`src/shared/homseq_map.svh`:
```
// register offsets, reset values and timing counts of the homing sequencer
`ifndef HOMSEQ_MAP_SVH
`define HOMSEQ_MAP_SVH
`define HS_ADDR_CTRL 8'h00
`define HS_ADDR_FAST 8'h04
`define HS_ADDR_SLOW 8'h08
`define HS_ADDR_COARSE 8'h0C
`define HS_ADDR_FINE 8'h10
`define HS_ADDR_METHOD 8'h14
`define HS_ADDR_ACCEL 8'h18
`define HS_ADDR_STATUS 8'h1C
`define HS_ADDR_POS 8'h20
`define HS_CTRL_ENABLE 0
`define HS_CTRL_PULSE_TRAIN 1
`define HS_CTRL_CFS_LSB 4
`define HS_STAT_DONE 0
`define HS_STAT_BUSY 1
`define HS_STAT_FAULT 2
`define HS_STAT_STATE_LSB 4
`define HS_FAST_RST 12'h5DC
`define HS_FAST_MAX 12'hBB8
`define HS_SLOW_RST 8'h1E
`define HS_SLOW_MAX 8'hC8
`define HS_OFS_MAX 16'h270F
`define HS_ACCEL_RST 16'h0064
`define HS_COARSE_UNIT 32'h0000_2710
`define HS_RAMP_RPM 32'h0000_03E8
`define HS_CLK_PERIOD_NS 50
`define HS_MS_NS 1000000
`define HS_CYC_PER_MS (`HS_MS_NS / `HS_CLK_PERIOD_NS)
`define HS_METHOD_AUTO 4'hB
`define HS_CFS_AUTO 4'h1
`endif

```
`src/shared/homseq_pkg.sv`:
```
// types of the homing sequencer
package homseq_pkg;
    typedef enum logic [2:0] {
        HS_IDLE, HS_SEARCH, HS_LEAVE, HS_OFFSET, HS_DONE
    } homseq_state_t;

    // pin inputs, carried together through the synchroniser
    typedef struct packed {
        logic originSwitch;
        logic encIndex;
        logic encStep;
        logic encDir;
        logic fwdOvertravel;
        logic revOvertravel;
        logic homeStart;
        logic posCompleted;
    } homseq_pins_t;

    typedef struct packed {
        homseq_state_t state;
        logic enable;
        logic pulseTrain;
        logic [3:0] ctrlFuncSel;
        logic [11:0] fastSpeed;
        logic [7:0] slowSpeed;
        logic [15:0] coarseOffset;
        logic [15:0] fineOffset;
        logic [3:0] methodPend;
        logic [3:0] methodAct;
        logic [15:0] accelTime;
        logic wrPend;
        logic [7:0] wrAddr;
        logic [31:0] rdata;
        homseq_pins_t prev;
        logic [31:0] position;
        logic [31:0] remain;
        logic done;
        logic fault;
        logic autoPend;
        logic reverse;
        logic [11:0] target;
    } homseq_regs_t;

    typedef struct packed {
        logic [11:0] speed;
        logic [31:0] acc;
    } homseq_ramp_t;
endpackage : homseq_pkg

```
`src/verilog/homseq_sync.sv`:
```
// two-stage synchroniser for the pin inputs
module homseq_sync #(
    parameter int W = 8
) (
    input wire logic mclk, // control clock
    input wire logic rst, // async reset, high
    input wire logic [W-1:0] d, // asynchronous pins
    output logic [W-1:0] q // synchronised pins
);
    logic [W-1:0] meta;

    // first stage feeds only the second
    always_ff @(posedge mclk or posedge rst) begin
        if (rst) begin
            meta <= '0;
            q <= '0;
        end else begin
            meta <= d;
            q <= meta;
        end
    end
endmodule : homseq_sync

```
`src/verilog/homseq_ramp.sv`:
```
// speed ramp: 1000 rpm per accelTime ms, 1 rpm steps
`include "homseq_map.svh"
module homseq_ramp (
    input wire logic mclk, // control clock
    input wire logic rst, // async reset, high
    input wire logic [11:0] target, // wanted speed, rpm
    input wire logic [15:0] accelTime, // ms to reach 1000 rpm
    output logic [11:0] speed // ramped speed, rpm
);
    homseq_pkg::homseq_ramp_t q;
    homseq_pkg::homseq_ramp_t s;
    logic [31:0] thr;

    // accumulate 1000 per cycle against accelTime*cycles-per-ms per step
    always_comb begin
        s = q;
        thr = 32'(accelTime) * 32'(`HS_CYC_PER_MS);
        if (q.speed == target || accelTime == 16'h0000) begin
            s.speed = target; // zero time means a step change
            s.acc = 32'h0000_0000;
        end else if (q.acc + `HS_RAMP_RPM >= thr) begin
            s.acc = q.acc + `HS_RAMP_RPM - thr;
            s.speed = (q.speed < target) ? q.speed + 12'h001 : q.speed - 12'h001;
        end else begin
            s.acc = q.acc + `HS_RAMP_RPM;
        end
    end

    always_ff @(posedge mclk or posedge rst) begin
        if (rst) begin
            q <= '0;
        end else begin
            q <= s;
        end
    end

    assign speed = q.speed;
endmodule : homseq_ramp

```
`src/verilog/homing_sequencer.sv`:
```
// homing sequencer: method selection, search, origin pick-up and offset
//
// Implementation choices: the AHB-Lite register port and the address map.
`include "homseq_map.svh"

// Behaviour
// RULE1 - search at fast speed, 0..3000, default 1500
// RULE2 - leave switch at slow speed, 0..200, default 30
// RULE3 - offset is coarse*10000 plus fine, signed
// RULE4 - methods 7, 9 drop positive offset
// RULE5 - methods 8, 10 drop negative offset
// RULE6 - accel time ms to 1000 rpm
// RULE7 - method change applies after power-up only
// RULE8 - method 0 takes present position as origin
// RULE9 - methods 1/2: origin switch decel and origin
// RULE10 - methods 3/4: switch decel, index origin
// RULE11 - methods 5/6: index decel and origin
// RULE12 - methods 7/8: overtravel decel and origin
// RULE13 - methods 9/10: overtravel decel, index origin
// RULE14 - method 11 auto-homes, pulse train, select 1
// RULE15 - controller starts homing with rising start edge
// RULE16 - origin switch high means valid
// RULE17 - start only while positioning completed
// RULE18 - no start while either overtravel active
// RULE19 - at end stop, zero position, flag done
// RULE20 - method above 11 starts nothing
module homing_sequencer (
    input wire logic mclk, // 20 MHz control clock
    input wire logic rst, // async reset, high
    input wire logic hsel, // ahb slave select
    input wire logic [31:0] haddr, // ahb address
    input wire logic [1:0] htrans, // ahb transfer type
    input wire logic hwrite, // ahb write
    input wire logic [2:0] hsize, // ahb size, word only
    input wire logic [31:0] hwdata, // ahb write data
    input wire logic hready, // ahb bus ready
    output logic hreadyout, // ahb slave ready
    output logic hresp, // ahb response
    output logic [31:0] hrdata, // ahb read data
    input wire homseq_pkg::homseq_pins_t pins, // external pins, async
    input wire logic servoOn, // servo on, drive logic
    input wire logic powerUpLoad, // power-up pulse, drive logic
    output logic [11:0] speedCmd, // speed command, rpm
    output logic dirReverse, // direction of motion
    output logic motorRun, // motion under homing control
    output logic homeDone, // homing completed
    output logic homingBusy // homing run in progress
);
    homseq_pkg::homseq_regs_t q;
    homseq_pkg::homseq_regs_t s;
    homseq_pkg::homseq_pins_t p;
    logic [11:0] rampSpeed;
    logic startRise;
    logic orgRise;
    logic orgFall;
    logic idxRise;
    logic encRise;
    logic fwdRise;
    logic fwdFall;
    logic revRise;
    logic revFall;
    logic decelHit;
    logic originHit;
    logic limitHit;
    logic noOt;
    logic methodOk;
    logic startReq;
    logic [31:0] offset;
    logic [31:0] effOffset;

    // every pin is asynchronous; two flops stand before any use
    homseq_sync #(.W(8)) uSync (
        .mclk(mclk),
        .rst(rst),
        .d(pins),
        .q(p)
    );

    // speed command follows the target through the ramp
    homseq_ramp uRamp (
        .mclk(mclk),
        .rst(rst),
        .target(q.target),
        .accelTime(q.accelTime), // RULE6
        .speed(rampSpeed)
    );

    // limit a written value to the documented span
    function automatic logic [15:0] clampSigned(input logic [15:0] v);
        logic [15:0] r;
        r = v;
        if (!v[15] && v > `HS_OFS_MAX) begin
            r = `HS_OFS_MAX;
        end else if (v[15] && (~v + 16'h0001) > `HS_OFS_MAX) begin
            r = ~`HS_OFS_MAX + 16'h0001;
        end
        return r;
    endfunction : clampSigned

    // register read view, taken from the updated state
    function automatic logic [31:0] readMux(input homseq_pkg::homseq_regs_t r,
                                            input logic [7:0] a);
        logic [31:0] d;
        d = 32'h0000_0000;
        case (a)
            `HS_ADDR_CTRL: begin
                d[`HS_CTRL_ENABLE] = r.enable;
                d[`HS_CTRL_PULSE_TRAIN] = r.pulseTrain;
                d[`HS_CTRL_CFS_LSB +: 4] = r.ctrlFuncSel;
            end
            `HS_ADDR_FAST: d[11:0] = r.fastSpeed;
            `HS_ADDR_SLOW: d[7:0] = r.slowSpeed;
            `HS_ADDR_COARSE: d = {{16{r.coarseOffset[15]}}, r.coarseOffset};
            `HS_ADDR_FINE: d = {{16{r.fineOffset[15]}}, r.fineOffset};
            `HS_ADDR_METHOD: d[7:0] = {r.methodAct, r.methodPend};
            `HS_ADDR_ACCEL: d[15:0] = r.accelTime;
            `HS_ADDR_STATUS: begin
                d[`HS_STAT_DONE] = r.done;
                d[`HS_STAT_BUSY] = (r.state != homseq_pkg::HS_IDLE)
                                   && (r.state != homseq_pkg::HS_DONE);
                d[`HS_STAT_FAULT] = r.fault;
                d[`HS_STAT_STATE_LSB +: 3] = r.state;
            end
            `HS_ADDR_POS: d = r.position;
            default: d = 32'h0000_0000; // unmapped reads as zero
        endcase
        return d;
    endfunction : readMux

    // edges of the synchronised pins
    always_comb begin
        startRise = p.homeStart && !q.prev.homeStart; // RULE15
        orgRise = p.originSwitch && !q.prev.originSwitch; // RULE16
        orgFall = !p.originSwitch && q.prev.originSwitch;
        idxRise = p.encIndex && !q.prev.encIndex;
        encRise = p.encStep && !q.prev.encStep;
        fwdRise = p.fwdOvertravel && !q.prev.fwdOvertravel;
        fwdFall = !p.fwdOvertravel && q.prev.fwdOvertravel;
        revRise = p.revOvertravel && !q.prev.revOvertravel;
        revFall = !p.revOvertravel && q.prev.revOvertravel;
    end

    // deceleration and origin sources per method
    always_comb begin
        decelHit = 1'b0;
        originHit = 1'b0;
        case (q.methodAct)
            4'h1, 4'h2, 4'hB: begin
                decelHit = orgRise; // RULE9
                originHit = orgFall; // RULE9
            end

            4'h3, 4'h4: begin
                decelHit = orgRise; // RULE10
                originHit = idxRise; // RULE10
            end

            4'h5, 4'h6: begin
                decelHit = idxRise; // RULE11
                originHit = idxRise; // RULE11
            end

            4'h7: begin
                decelHit = fwdRise; // RULE12
                originHit = fwdFall; // RULE12
            end

            4'h8: begin
                decelHit = revRise; // RULE12
                originHit = revFall; // RULE12
            end

            4'h9: begin
                decelHit = fwdRise; // RULE13
                originHit = idxRise; // RULE13
            end

            4'hA: begin
                decelHit = revRise; // RULE13
                originHit = idxRise; // RULE13
            end

            default: begin
                decelHit = 1'b0;
                originHit = 1'b0;
            end
        endcase
    end

    // offset forming and suppression on the limit methods
    always_comb begin
        offset = 32'($signed(q.coarseOffset)) * `HS_COARSE_UNIT
                 + 32'($signed(q.fineOffset)); // RULE3
        effOffset = offset;
        if ((q.methodAct == 4'h7 || q.methodAct == 4'h9) && !offset[31]
            && offset != 32'h0000_0000) begin
            effOffset = 32'h0000_0000; // RULE4
        end
        if ((q.methodAct == 4'h8 || q.methodAct == 4'hA) && offset[31]) begin
            effOffset = 32'h0000_0000; // RULE5
        end
    end

    // start qualification
    always_comb begin
        noOt = !(servoOn && (p.fwdOvertravel || p.revOvertravel)); // RULE18
        methodOk = q.methodAct <= `HS_METHOD_AUTO; // RULE20
        if (q.methodAct == `HS_METHOD_AUTO) begin
            // auto method only in pulse-train position control
            methodOk = q.pulseTrain && q.ctrlFuncSel == `HS_CFS_AUTO; // RULE14
        end
        startReq = (startRise || (q.autoPend && servoOn)) && q.enable && servoOn
                   && p.posCompleted && noOt && methodOk; // RULE17
        // a limit in the running direction that is not the target ends the search with a fault
        limitHit = q.reverse ? (p.revOvertravel && q.methodAct != 4'h8
                                && q.methodAct != 4'hA)
                             : (p.fwdOvertravel && q.methodAct != 4'h7
                                && q.methodAct != 4'h9);
    end

    // next state: bus, configuration and sequencer in one copy
    always_comb begin
        s = q;
        // previous pin levels for the edge detectors
        s.prev = p;
        // encoder position, counted in every state
        if (encRise) begin
            s.position = p.encDir ? q.position - 32'h0000_0001
                                  : q.position + 32'h0000_0001;
        end
        // data phase of a write; settings act at once except the method
        if (q.wrPend) begin
            s.wrPend = 1'b0;
            case (q.wrAddr)
                `HS_ADDR_CTRL: begin
                    s.enable = hwdata[`HS_CTRL_ENABLE];
                    s.pulseTrain = hwdata[`HS_CTRL_PULSE_TRAIN];
                    s.ctrlFuncSel = hwdata[`HS_CTRL_CFS_LSB +: 4];
                end
                `HS_ADDR_FAST: s.fastSpeed = (hwdata[31:12] != 20'h00000
                    || hwdata[11:0] > `HS_FAST_MAX) ? `HS_FAST_MAX : hwdata[11:0];
                `HS_ADDR_SLOW: s.slowSpeed = (hwdata[31:8] != 24'h000000
                    || hwdata[7:0] > `HS_SLOW_MAX) ? `HS_SLOW_MAX : hwdata[7:0];
                `HS_ADDR_COARSE: s.coarseOffset = clampSigned(hwdata[15:0]);
                `HS_ADDR_FINE: s.fineOffset = clampSigned(hwdata[15:0]);
                `HS_ADDR_METHOD: s.methodPend = hwdata[3:0]; // RULE7
                `HS_ADDR_ACCEL: s.accelTime = hwdata[15:0];
                default: s.wrPend = 1'b0; // read-only and unmapped: ignored
            endcase
        end
        // the method in use is only taken over at power-up
        if (powerUpLoad) begin
            s.methodAct = s.methodPend; // RULE7
            s.autoPend = s.methodPend == `HS_METHOD_AUTO; // RULE14
        end
        case (q.state)
            homseq_pkg::HS_IDLE, homseq_pkg::HS_DONE: begin
                s.target = 12'h000;
                if (startReq) begin
                    s.autoPend = 1'b0;
                    s.done = 1'b0;
                    s.fault = 1'b0;
                    if (q.methodAct == 4'h0) begin
                        s.position = 32'h0000_0000; // RULE8
                        s.done = 1'b1; // RULE8
                        s.state = homseq_pkg::HS_DONE;
                    end else begin
                        s.reverse = !q.methodAct[0]; // even methods search reverse
                        s.target = q.fastSpeed; // RULE1
                        s.state = homseq_pkg::HS_SEARCH;
                    end
                end
            end

            homseq_pkg::HS_SEARCH: begin
                s.target = q.fastSpeed; // RULE1
                if (decelHit) begin
                    // back off the trigger slowly to pick up the origin
                    s.reverse = !q.reverse;
                    s.target = {4'h0, q.slowSpeed}; // RULE2
                    s.state = homseq_pkg::HS_LEAVE;
                end else if (limitHit) begin
                    s.fault = 1'b1;
                    s.state = homseq_pkg::HS_IDLE;
                end
            end

            homseq_pkg::HS_LEAVE: begin
                s.target = {4'h0, q.slowSpeed}; // RULE2
                if (originHit) begin
                    s.reverse = effOffset[31];
                    s.remain = effOffset[31] ? ~effOffset + 32'h0000_0001 : effOffset;
                    s.state = homseq_pkg::HS_OFFSET;
                end
            end

            homseq_pkg::HS_OFFSET: begin
                s.target = {4'h0, q.slowSpeed};
                // count the offset down, one encoder step at a time
                if (encRise && q.remain != 32'h0000_0000) begin
                    s.remain = q.remain - 32'h0000_0001;
                end
                if (q.remain == 32'h0000_0000) begin
                    s.target = 12'h000; // RULE19
                    s.position = 32'h0000_0000; // RULE19
                    s.done = 1'b1; // RULE19
                    s.state = homseq_pkg::HS_DONE;
                end
            end

            default: s.state = homseq_pkg::HS_IDLE;
        endcase
        // address phase; read sees this cycle's write already applied
        if (hsel && hready && htrans[1]) begin
            if (hwrite) begin
                s.wrPend = 1'b1;
                s.wrAddr = haddr[7:0];
            end else begin
                s.rdata = readMux(s, haddr[7:0]);
            end
        end
    end

    // the one state register; reset loads the default settings
    always_ff @(posedge mclk or posedge rst) begin
        if (rst) begin
            q <= '0;
            q.state <= homseq_pkg::HS_IDLE;
            q.fastSpeed <= `HS_FAST_RST;
            q.slowSpeed <= `HS_SLOW_RST;
            q.accelTime <= `HS_ACCEL_RST;
        end else begin
            q <= s;
        end
    end

    // zero wait state slave, always OKAY
    assign hreadyout = 1'b1;
    assign hresp = 1'b0;
    assign hrdata = q.rdata;
    // ramp works on magnitude only; a direction flip is not slowed to zero first
    assign speedCmd = rampSpeed;
    assign dirReverse = q.reverse;
    assign motorRun = (q.state != homseq_pkg::HS_IDLE) && (q.state != homseq_pkg::HS_DONE);
    assign homingBusy = motorRun;
    assign homeDone = q.done;
endmodule : homing_sequencer

```
`config.mk`:
```
export PLATFORM = sky130hd
export DESIGN_NAME = homing_sequencer
export DESIGN_NICKNAME = d
export VERILOG_FILES = /design/src/shared/homseq_pkg.sv /design/src/verilog/homseq_sync.sv /design/src/verilog/homseq_ramp.sv /design/src/verilog/homing_sequencer.sv
export VERILOG_INCLUDE_DIRS = /design/src /design/src/shared
export SDC_FILE = /design/constraint.sdc
export NUM_CORES = 1
export LEC_CHECK = 0
export ABC_AREA = 1
export BUFFER_PORTS_ARGS = -buffer_cell sky130_fd_sc_hd__buf_4
export CAP_MARGIN = 20
export CELL_PAD_IN_SITES_DETAIL_PLACEMENT = 0
export CELL_PAD_IN_SITES_GLOBAL_PLACEMENT = 2
export CORE_UTILIZATION = 40
export CTS_BUF_LIST = sky130_fd_sc_hd__clkbuf_2
export DETAILED_ROUTE_END_ITERATION = 8
export HOLD_SLACK_MARGIN = 0.08
export PLACE_DENSITY_LB_ADDON = 0.1
export SYNTH_ARGS = -nofsm -noshare
export SYNTH_HDL_FRONTEND = slang
export SYNTH_SLANG_ARGS = --single-unit
```
`constraint.sdc`:
```
create_clock -name mclk -period 25.8 [get_ports mclk]
set_clock_uncertainty 0.1 [all_clocks]
set_input_delay 2.58 -clock mclk [delete_from_list [all_inputs] [get_ports mclk]]
set_output_delay 2.58 -clock mclk [all_outputs]
set_load 0.005 [all_outputs]
```
# [Word-level counts from Yosys, hierarchy flattened]
# Cells that the tools add are included.
[word_totals] regBits=272 in_bits=84 wordCells=242
[classes] n_addsub=10 n_mul=2 magnitude_cmp=7 eq_ne=43 mux=67 n_bitwise=3 n_reduce_logical=79
[op_table] cell="two-way mux 32 bit" n=12
[op_table] cell="one-hot mux 32 bit (2 select lines)" n=2
[op_table] cell="two-way mux 16 bit" n=6
[op_table] cell="adder 32 x 1 -> 32 bit, second input constant" n=2
[op_table] cell="nonzero test 32 bit" n=2
[op_table] cell="subtractor 32 x 1 -> 32 bit, second input constant" n=2
[op_table] cell="two-way mux 62 bit" n=1
[op_table] cell="equality test 8 x 5 -> 1 bit, second input constant" n=7
[op_table] cell="two-way mux 12 bit" n=4
[op_table] cell="one-hot mux 12 bit (4 select lines)" n=1
[op_table] cell="one-hot mux 16 bit (3 select lines)" n=1
[op_table] cell="two-way mux 44 bit" n=1
[op_table] cell="two-way mux 41 bit" n=1
[op_table] cell="adder 32 x 10 -> 32 bit, second input constant" n=1
[op_table] cell="adder 32 bit" n=1
[op_table] cell="equality test 8 x 4 -> 1 bit, second input constant" n=4
[op_table] cell=">= comparator 32 x 31 -> 1 bit" n=1
[op_table] cell="greater-than comparator 16 x 14 -> 1 bit, second input constant" n=2
[op_table] cell="zero test 32 bit" n=1
[op_table] cell="multiplier 32 x 10 -> 28 bit, second input constant" n=1
[op_table] cell="NOT 32 bit" n=1
[op_table] cell="subtractor 32 x 31 -> 32 bit" n=1
[op_table] cell="logical AND 1 bit" n=31
[op_table] cell="one-hot mux 3 bit (9 select lines)" n=1
[op_table] cell="other kinds (59)" n=124

# [Logic depth before layout (Yosys ltp)]
# Gate-level depths: netlist of the first run.
[depth] depth_word=15 mapped_depth=52 mapped_depth_nobuf=50

# [Modules after synthesis]
# A second synthesis of the first run with hierarchy kept.
[hier_totals] cells_unflattened=4099 area_unflattened_um2=27699.1
[modules_own_cells] module="homing_sequencer" instances=1 cells_each=2728 area_each_um2=18654.1 seq_area_each_um2=5322.6
[modules_own_cells] module="homseq_ramp" instances=1 cells_each=1354 area_each_um2=8640.8 seq_area_each_um2=1026.0
[modules_own_cells] module="homseq_sync" instances=1 cells_each=17 area_each_um2=404.1 seq_area_each_um2=400.4

# [Least setup slack after synthesis of the first run]
# No wires, ideal clock.
[synth_path] path_type="flip-flop to flip-flop" startpoint="register q[173] in the netlist's numbering" endpoint="register q[22] in the netlist's numbering" setup_time_ns=0.138 arrival_time_ns=6.917 required_ns=25.562 slack_ns=18.645 stages_incl_launch_ff=50 path_buffers=2 period_less_slack_ns=7.155 cell_sequence="dfrtp_1 -> inv_1 -> fa_1 -> inv_1 -> ha_1 -> inv_1 -> fa_1 -> inv_1 -> ha_1 -> inv_1 -> fa_1 -> inv_1 -> ha_1 -> a21oi_1 -> o21bai_1 -> nand3_1 -> o21bai_1 -> nand3_1 -> [14 not listed] -> nand3_1 -> nand2_1 -> nand2_1 -> nand4_1 -> nor2_1 -> nand3_2 -> nand2_2 -> buf_6 -> buf_4 -> inv_2 -> nor3_1 -> inv_1 -> ha_1 -> nand2_2 -> o21ai_0 -> or2_2 -> nand3_1 -> a31oi_1"
[synth_between] elab_chain_cells=12 word_cells_on_any_way=14 classes_between="2 x add/sub; 1 x mul; 5 x mux; 1 x bitwise; 5 x reduce/logical"
[synth_lines] element="from (decl)" line="homing_sequencer.sv:49" text="homseq_pkg::homseq_regs_t q;"
[synth_lines] element="from (signal assigned)" line="homing_sequencer.sv:333" text="q <= s;"
[synth_lines] element="multiplier 32 x 10 -> 28 bit (no line) *"
[synth_lines] element="adder 32 bit *" line="homing_sequencer.sv:192" text="offset = 32'($signed(q.coarseOffset)) * `HS_COARSE_UNIT"
[synth_lines] element="branches (longest 4 deep; another with nonzero test 32 bit)"
[synth_lines] element="two-way mux 32 bit *" line="homing_sequencer.sv:199" text="if ((q.methodAct == 4'h8 || q.methodAct == 4'hA) && offset[31]) begin"
[synth_lines] element="NOT 32 bit" line="homing_sequencer.sv:292" text="s.remain = effOffset[31] ? ~effOffset + 32'h0000_0001 : effOffset;"
[synth_lines] element="adder 32 x 1 -> 32 bit" line="homing_sequencer.sv:292"
[synth_lines] element="two-way mux 32 bit *" line="homing_sequencer.sv:292"
[synth_lines] element="two-way mux 32 bit *" line="homing_sequencer.sv:290" text="if (originHit) begin"
[synth_lines] element="one-hot mux 32 bit (2 select lines) *" line="homing_sequencer.sv:256" text="case (q.state)"
# Mark *: on every way between the ends. The select of a mux whose other input is x is not followed.
# A chain may end at the register's enable or synchronous reset.

# [Worst setup path in the final report of the first run]
[layout_path] startpoint="register q[173] in the netlist's numbering" endpoint="register q[46] in the netlist's numbering"
# Same word-level chain as after synthesis.

==> results of run 1 <==
## through the flow
| stage | area (sq um) | worst slack (ns) | util |
|---|---|---|---|
| after floorplan | 25830 | 15.73 | - |
| after global placement | 27210 | 16.46 | 0.4290 |
| after detailed placement | 27210 | 16.45 | 0.4290 |
| after CTS | 28010 | 16.40 | 0.4417 |
| after global routing | 28060 | 15.64 | 0.4424 |
| final | 28060 | 16.39 | 0.4424 |
## layout by cell type (no fill, tap or decap), types with 118 or more instances in the layout
master,synthesis,final
o21ai_0,217,217
buf_4,49,125
nor2_1,311,308
nand3_1,191,191
inv_1,677,676
a21oi_1,266,266
clkbuf_2,0,118
dfrtp_1,255,255
ha_1,252,252
nand2_1,758,758
## layout make-up
type	count	area, sq um	area share
tap	846	1059	0.03773
inverter	688	2590	0.09231
multi-input combinational	2559	15870	0.5657
antenna	4	10.01	0.0003568
sequential	269	6749	0.2405
clock buffer	118	590.6	0.02105
timing repair buffer	127	970.9	0.03461
clock inverter	29	216.5	0.007715
## per-layer routing
layer  track usage  vias to the layer above
li1              -                    11886
met1        0.3354                    10998
met2        0.3793                      454
met3       0.03506                      106
met4       0.06470                        0
met5             0                        -
## cell families after synthesis
logic type	count (synthesis)	synth area share
flops	269	0.2613
mux	3	0.001163
xor+xnor	132	0.04621
simple gates	1451	0.2397
other cells	2	0.0002908
fa+ha+maj	336	0.1872
buf+inv	800	0.1251
compound gates	635	0.1390
## worst max-delay path, delay by kind of cell (launching register included)
| family | cells | cell delay, ns |
|---|---|---|
| buffers and inverters | 10 | 1.14 |
| AOI/OAI and AO/OA | 7 | 1.61 |
| and+or+nand+nor | 21 | 2.73 |
| xor gates and xnor gates | 1 | 0.17 |
| DFF | 1 | 0.52 |
| adders and majority gates | 8 | 2.99 |
## state kept, by name, summed over array words and instances, names as in the netlist
signal / flops
uSync.meta: 8
uRamp.speed: 12
homeDone: 1
uRamp.q: 29
hrdata: 32
uSync.q: 8
dirReverse: 1
q: 178
## how the worst min path moves through the flow
stage	endpoint	slack, ns	start	cells after the start
after floorplan	uSync.q[0]	0.23	uSync.meta[0]	0
after global placement	uSync.q[0]	0.23	uSync.meta[0]	0
after detailed placement	uSync.q[1]	0.24	uSync.meta[1]	0
after CTS	uSync.q[1]	0.26	uSync.meta[1]	0
after global routing	uSync.q[1]	0.27	uSync.meta[1]	0
final	uSync.q[1]	0.26	uSync.meta[1]	0
==> results.txt, run 1 <==
The worst setup path is launched from a flop. The clock latency at the later pin of the worst-skew pair is 1.10 ns. The setup fix buffers added after clock tree synthesis is 0. The most repeated cell in the gate-level netlist after synthesis is nand2_1. STA puts the critical path data required time at 26.69 ns. The number of buffers added to fix hold violations after cts came out at 0. The final critical delay including setup and external delays is 9.405 ns.

Sorting the synthesized cells by area gives the leading types as dfrtp_1, ha_1, nand2_1. STA puts the critical path data arrival time at 10.30 ns. Clock tree synthesis found a total of 269 sinks. For this configuration, the core starts out at a cell density of 0.4072.

The tool flagged a number of max-cap violations equal to 0. The number of buffers inserted during clock tree synthesis came out at 80. The fraction of registers with async set/reset came out at 1.000.

The routed wirelength normalized by instance count came out at 16.74 um. In the detailed route, the total length drawn on met2 is 34460 um. Synthesis instantiated 71 different standard cells from the library. The final hold violation count is 0.

The critical path is of the reg -> reg type. The via count of the routed design is 23444. The delay contributed by the slowest stage of the critical path is 0.69 ns.

The number of DRC markers after the initial detailed-route iteration is 1564. The H-tree depth reported by CTS is 3. The chip height is 256.1 um. The fraction of final layout cells with drive strength greater than 1 came out at 0.09525.

The number of placed instances, taps included, is 4487. The number of filler instances in the final layout is 6796. In this run the critical register-to-register path is captured at q[46]. The clock tree root driver cell is clkbuf_2. The cell count after synthesis came out at 3628. From left edge to right edge, the die measures 256.1 um. The slew at the pin with the worst max-slew slack came out at 1.166 ns. For this run, the number of Yosys warnings is 0. Based on the critical path, the design can be clocked at up to 106.3 MHz. The non-filler instance count after layout is 4640. The full die area is 0.06559 sq mm. The sum of negative setup slack came out at 0 ns. After detailed routing, the total wire length is 77650 um. Gates resized during post-CTS repair numbered 0. By count the netlist is led by nand2_1, inv_1, nor2_1, a21oi_1, dfrtp_1. After clock tree synthesis, the clock-pin slew on the worst setup and hold paths is 0.10 ns. For this run, the register share of the synthesized area comes to 0.2613. The met3 wirelength from detailed routing came out at 3213 um.

The maximum net fanout on the critical path is 33. The final net count is 4145. The launching instance or port of the critical path is q[173]. The share of synthesized area in the top cell type comes to 0.2471.

The number of placed I/O pins is 134. The detailed placement HPWL came out at 61950 um. The worst pin sits at a relative slew slack of 0.2125. The total of buffers placed on input and output ports came out at 103. Counting every net in the synthesized netlist gives 4048. The post-synth design cell area is 0.02583 sq mm. Across all hold checks on the routed design, the worst slack comes to 0.2582 ns. The worst setup path is captured at a flop. The tightest min-delay check is of the reg -> reg type.

The pin count of the biggest net entering global routing came out at 88. The number of antenna violations at the first check in global routing came out at 2. The area of the core is 0.06343 sq mm.

The row count came out at 92. The uppermost layer routed is met4. At the end of routability-driven placement, the weighted congestion stood at 0.8834. The final antenna-violating net count came out at 0. The met1 routed wirelength after detailed routing came out at 38350 um.

The first-pass GRT wire length is 124700 um. The via count of the first global-routing pass is 22846. The startpoint of the most critical register-to-register path is q[173]. The clock passes through at most 3 buffers. The count of pins over their slew limit came to 0.

TritonCTS built the clock tree. For this run, the leading register cell type out of synthesis is dfrtp_1. The first TritonRoute pass finished after 6 iterations.

The average via count per standard cell is 5.053. The final count of negative-setup-slack endpoints came out at 0. The final routed DRC violation total came out at 0. The number of enable flip-flop cells after synthesis is 0. The slowest stage of the critical path is the a21oi_4 cell. The post-synthesis average cell area is 7.119 sq um.

In this run the worst setup path terminates at q[46]. The run finished with clean final reports. In the finished design, the share of the clock period the worst path needs comes to 0.3645. The biggest area contributor in the post-synthesis netlist is dfrtp_1. The total global-route track usage is 0.2384. Setup repair after global routing left no endpoint under its margin. Counting cells, the worst reg-to-reg path comes to 47. The post-synthesis to final-layout area growth came out at 8.628%. The remaining global-route overflow came out at 0. The slack of the worst reg-to-reg path is 16.39 ns. After synthesis the netlist holds a flip-flop and latch count of 269.
Power of run 1 is not shown: default switching activity piles up to over one toggle a cycle in this logic, so the estimate is an artifact.
==> run 2: changes to the inputs <==
- CORE_UTILIZATION: 40 -> 34
- clock period: 25.8 -> 7.6 ns (I/O delays scaled with it)
==> results.txt, run 2 (synthesis gave the netlist of run 1 again) <==
The run finished with clean final reports. The detailed placement HPWL is 65970 um. The final worst-path setup slack came out at 0.3127 ns. The slack of the worst reg-to-reg path came out at 0.31 ns. The via count of the routed design is 24095. STA classifies the critical path startpoint as a flop. The area of all sequential standard cells is 0.006749 sq mm.

The worst hold path belongs to the class in -> reg. The library cell used most frequently in the layout, excluding fill and tap cells, is nand2_1. The post-synthesis to final-layout area growth is 16.49%. The setup slack after placement came out at -0.1269 ns. The critical path is of the reg -> reg type. The maximum frequency from static timing analysis came out at 137.2 MHz. The launching instance or port of the critical path is q[177]. The later pin in the worst-skew pair is clocked with a latency of 1.08 ns. TritonCTS built the clock tree. The row count came out at 100. The width of the die came out at 277.6 um. The fraction of final layout cells with drive strength greater than 1 is 0.1480.

The congestion estimate from routability-driven global placement came to 0.8691. The worst endpoint required time came out at 8.49 ns. For this run, the detailed router's first-pass iteration total came to 5. The total placed instance area came out at 0.02817 sq mm. The full die area is 0.07707 sq mm. The number of flip-flops in the largest register is 178.

The detailed-route wire length is 82630 um. The cell that appears most often on the critical path is nand2_1. The data arrival time of the critical path came out at 8.17 ns. At the pin with the least slew margin, the transition time is 1.195 ns. The final count of negative-setup-slack endpoints is 0.

The cell sitting at the root of the clock tree is a clkbuf_2. The final net count came out at 4313. The depth of the worst register-to-register path came out at 43.

The final hold violation count is 0. For the finished layout, the period the worst path requires is 7.287 ns. The die is 277.6 um tall.

The largest individual stage delay along the critical path comes from the cell fa_1. The maximum net fanout on the critical path is 7. In this run the critical register-to-register path is captured at q[36].

Clock tree synthesis inserted a total of 83 buffers. The number of placed I/O pins is 134. The H-tree depth reported by CTS is 3. The startpoint identified for the worst register-to-register timing path is q[177].

The first-pass GRT wire length is 130500 um. The average via count per standard cell is 4.893. The endpoint of the worst setup timing path is q[36]. The area of all placed cells without fillers came out at 0.03009 sq mm. The routed wirelength normalized by instance count is 16.78 um.

The cell count after placement came out at 4715. The remaining global-route overflow came out at 0. The number of DRC markers after the initial detailed-route iteration is 1335. The number of filler instances in the final layout came out at 8043. The maximum clock path buffer count is 3. The multi-input gate area in the final layout is 0.01640 sq mm. The pin count of the biggest net entering global routing is 141. The CTS clock-pin slew for the worst setup and hold paths is 0.11 ns. The non-filler instance count after layout is 4924.

The via count of the first global-routing pass came out at 23944. The initial core utilization came out at 0.3452. q holds more flip-flops than any other register.

The delay contributed by the slowest stage of the critical path is 0.54 ns. The final routed DRC violation total is 0. STA classifies the critical path endpoint as a flop. The total global-route track usage came out at 0.2137.

The count of pins over their slew limit is 0. The max-cap check violation count is 0. The headroom to the max-slew limit is 0.1935. The area of the core came out at 0.07482 sq mm. The number of antenna violations at the first check in global routing is 2.

Setup repair after global routing could not meet its margin everywhere. The number of clock sinks came out at 269. The post-route clock period utilization is 0.9589.

The count of nets left with antenna violations once routing finished came out at 0. The library cells used most frequently in the layout, excluding fill and tap cells, are nand2_1, inv_1, nor2_1. During placement, the flow inserted port buffers numbering 103.
run 2: worst max-delay path, delay by kind of cell, from the launching register on:
kind	cells	cell delay [ns]
buf+inv	8	0.66
fa+ha+maj	8	2.89
flops	1	0.38
simple gates	21	2.30
compound gates	5	0.73
xor+xnor	1	0.19
run 2: metal layers:
metal,routed length (um),global-route usage,share of wire
met5,11,0,0.00013
met2,36540,0.3383,0.44
met4,1766,0.05695,0.021
met3,4170,0.03883,0.050
met1,40140,0.2976,0.49
run 2: per-stage QoR:
| step | setup TNS (ns) | hold WS [ns] | utilization |
|---|---|---|---|
| after global routing | -2.496 | 0.1236 | 0.4021 |
| after detailed placement | -1.333 | 0.2347 | 0.3765 |
| after floorplan | 0 | 0.2312 | - |
| after CTS | 0 | 0.08973 | 0.3928 |
| final | 0 | 0.2016 | 0.4021 |
| after global placement | -0.5955 | 0.2317 | 0.3765 |
run 2: how the worst min path moves through the flow:
stage / cells past startpoint / slack [ns] / startpoint / to
after floorplan: 0 / 0.23 / uSync.meta[0] / uSync.q[0]
final: 5 / 0.20 / hwdata[9] / q[138]
after global placement: 0 / 0.23 / uSync.meta[0] / uSync.q[0]
after global routing: 5 / 0.12 / hwdata[9] / q[138]
after CTS: 5 / 0.09 / hwdata[9] / q[138]
after detailed placement: 0 / 0.23 / uSync.meta[1] / uSync.q[1]
run 2: what timing repair did:
item                                    CTS  global route
resized for setup                         2           130
pin swaps                                 0            52
buffers inserted                          0            14
gates cloned                              0             0
hold buffers                             47             0
endpoints found under the hold margin   100             0
endpoints found under the setup margin    7            54
run 2: layout make-up:
type | count | share of cell area
clock buffer | 123 | 0.02046
clock inverter | 22 | 0.004367
timing repair buffer | 292 | 0.07918
tap | 969 | 0.04030
multi-input combinational | 2559 | 0.5452
inverter | 688 | 0.08604
antenna | 2 | 0.0001663
sequential | 269 | 0.2243
Power of run 2 is left out for the same reason.
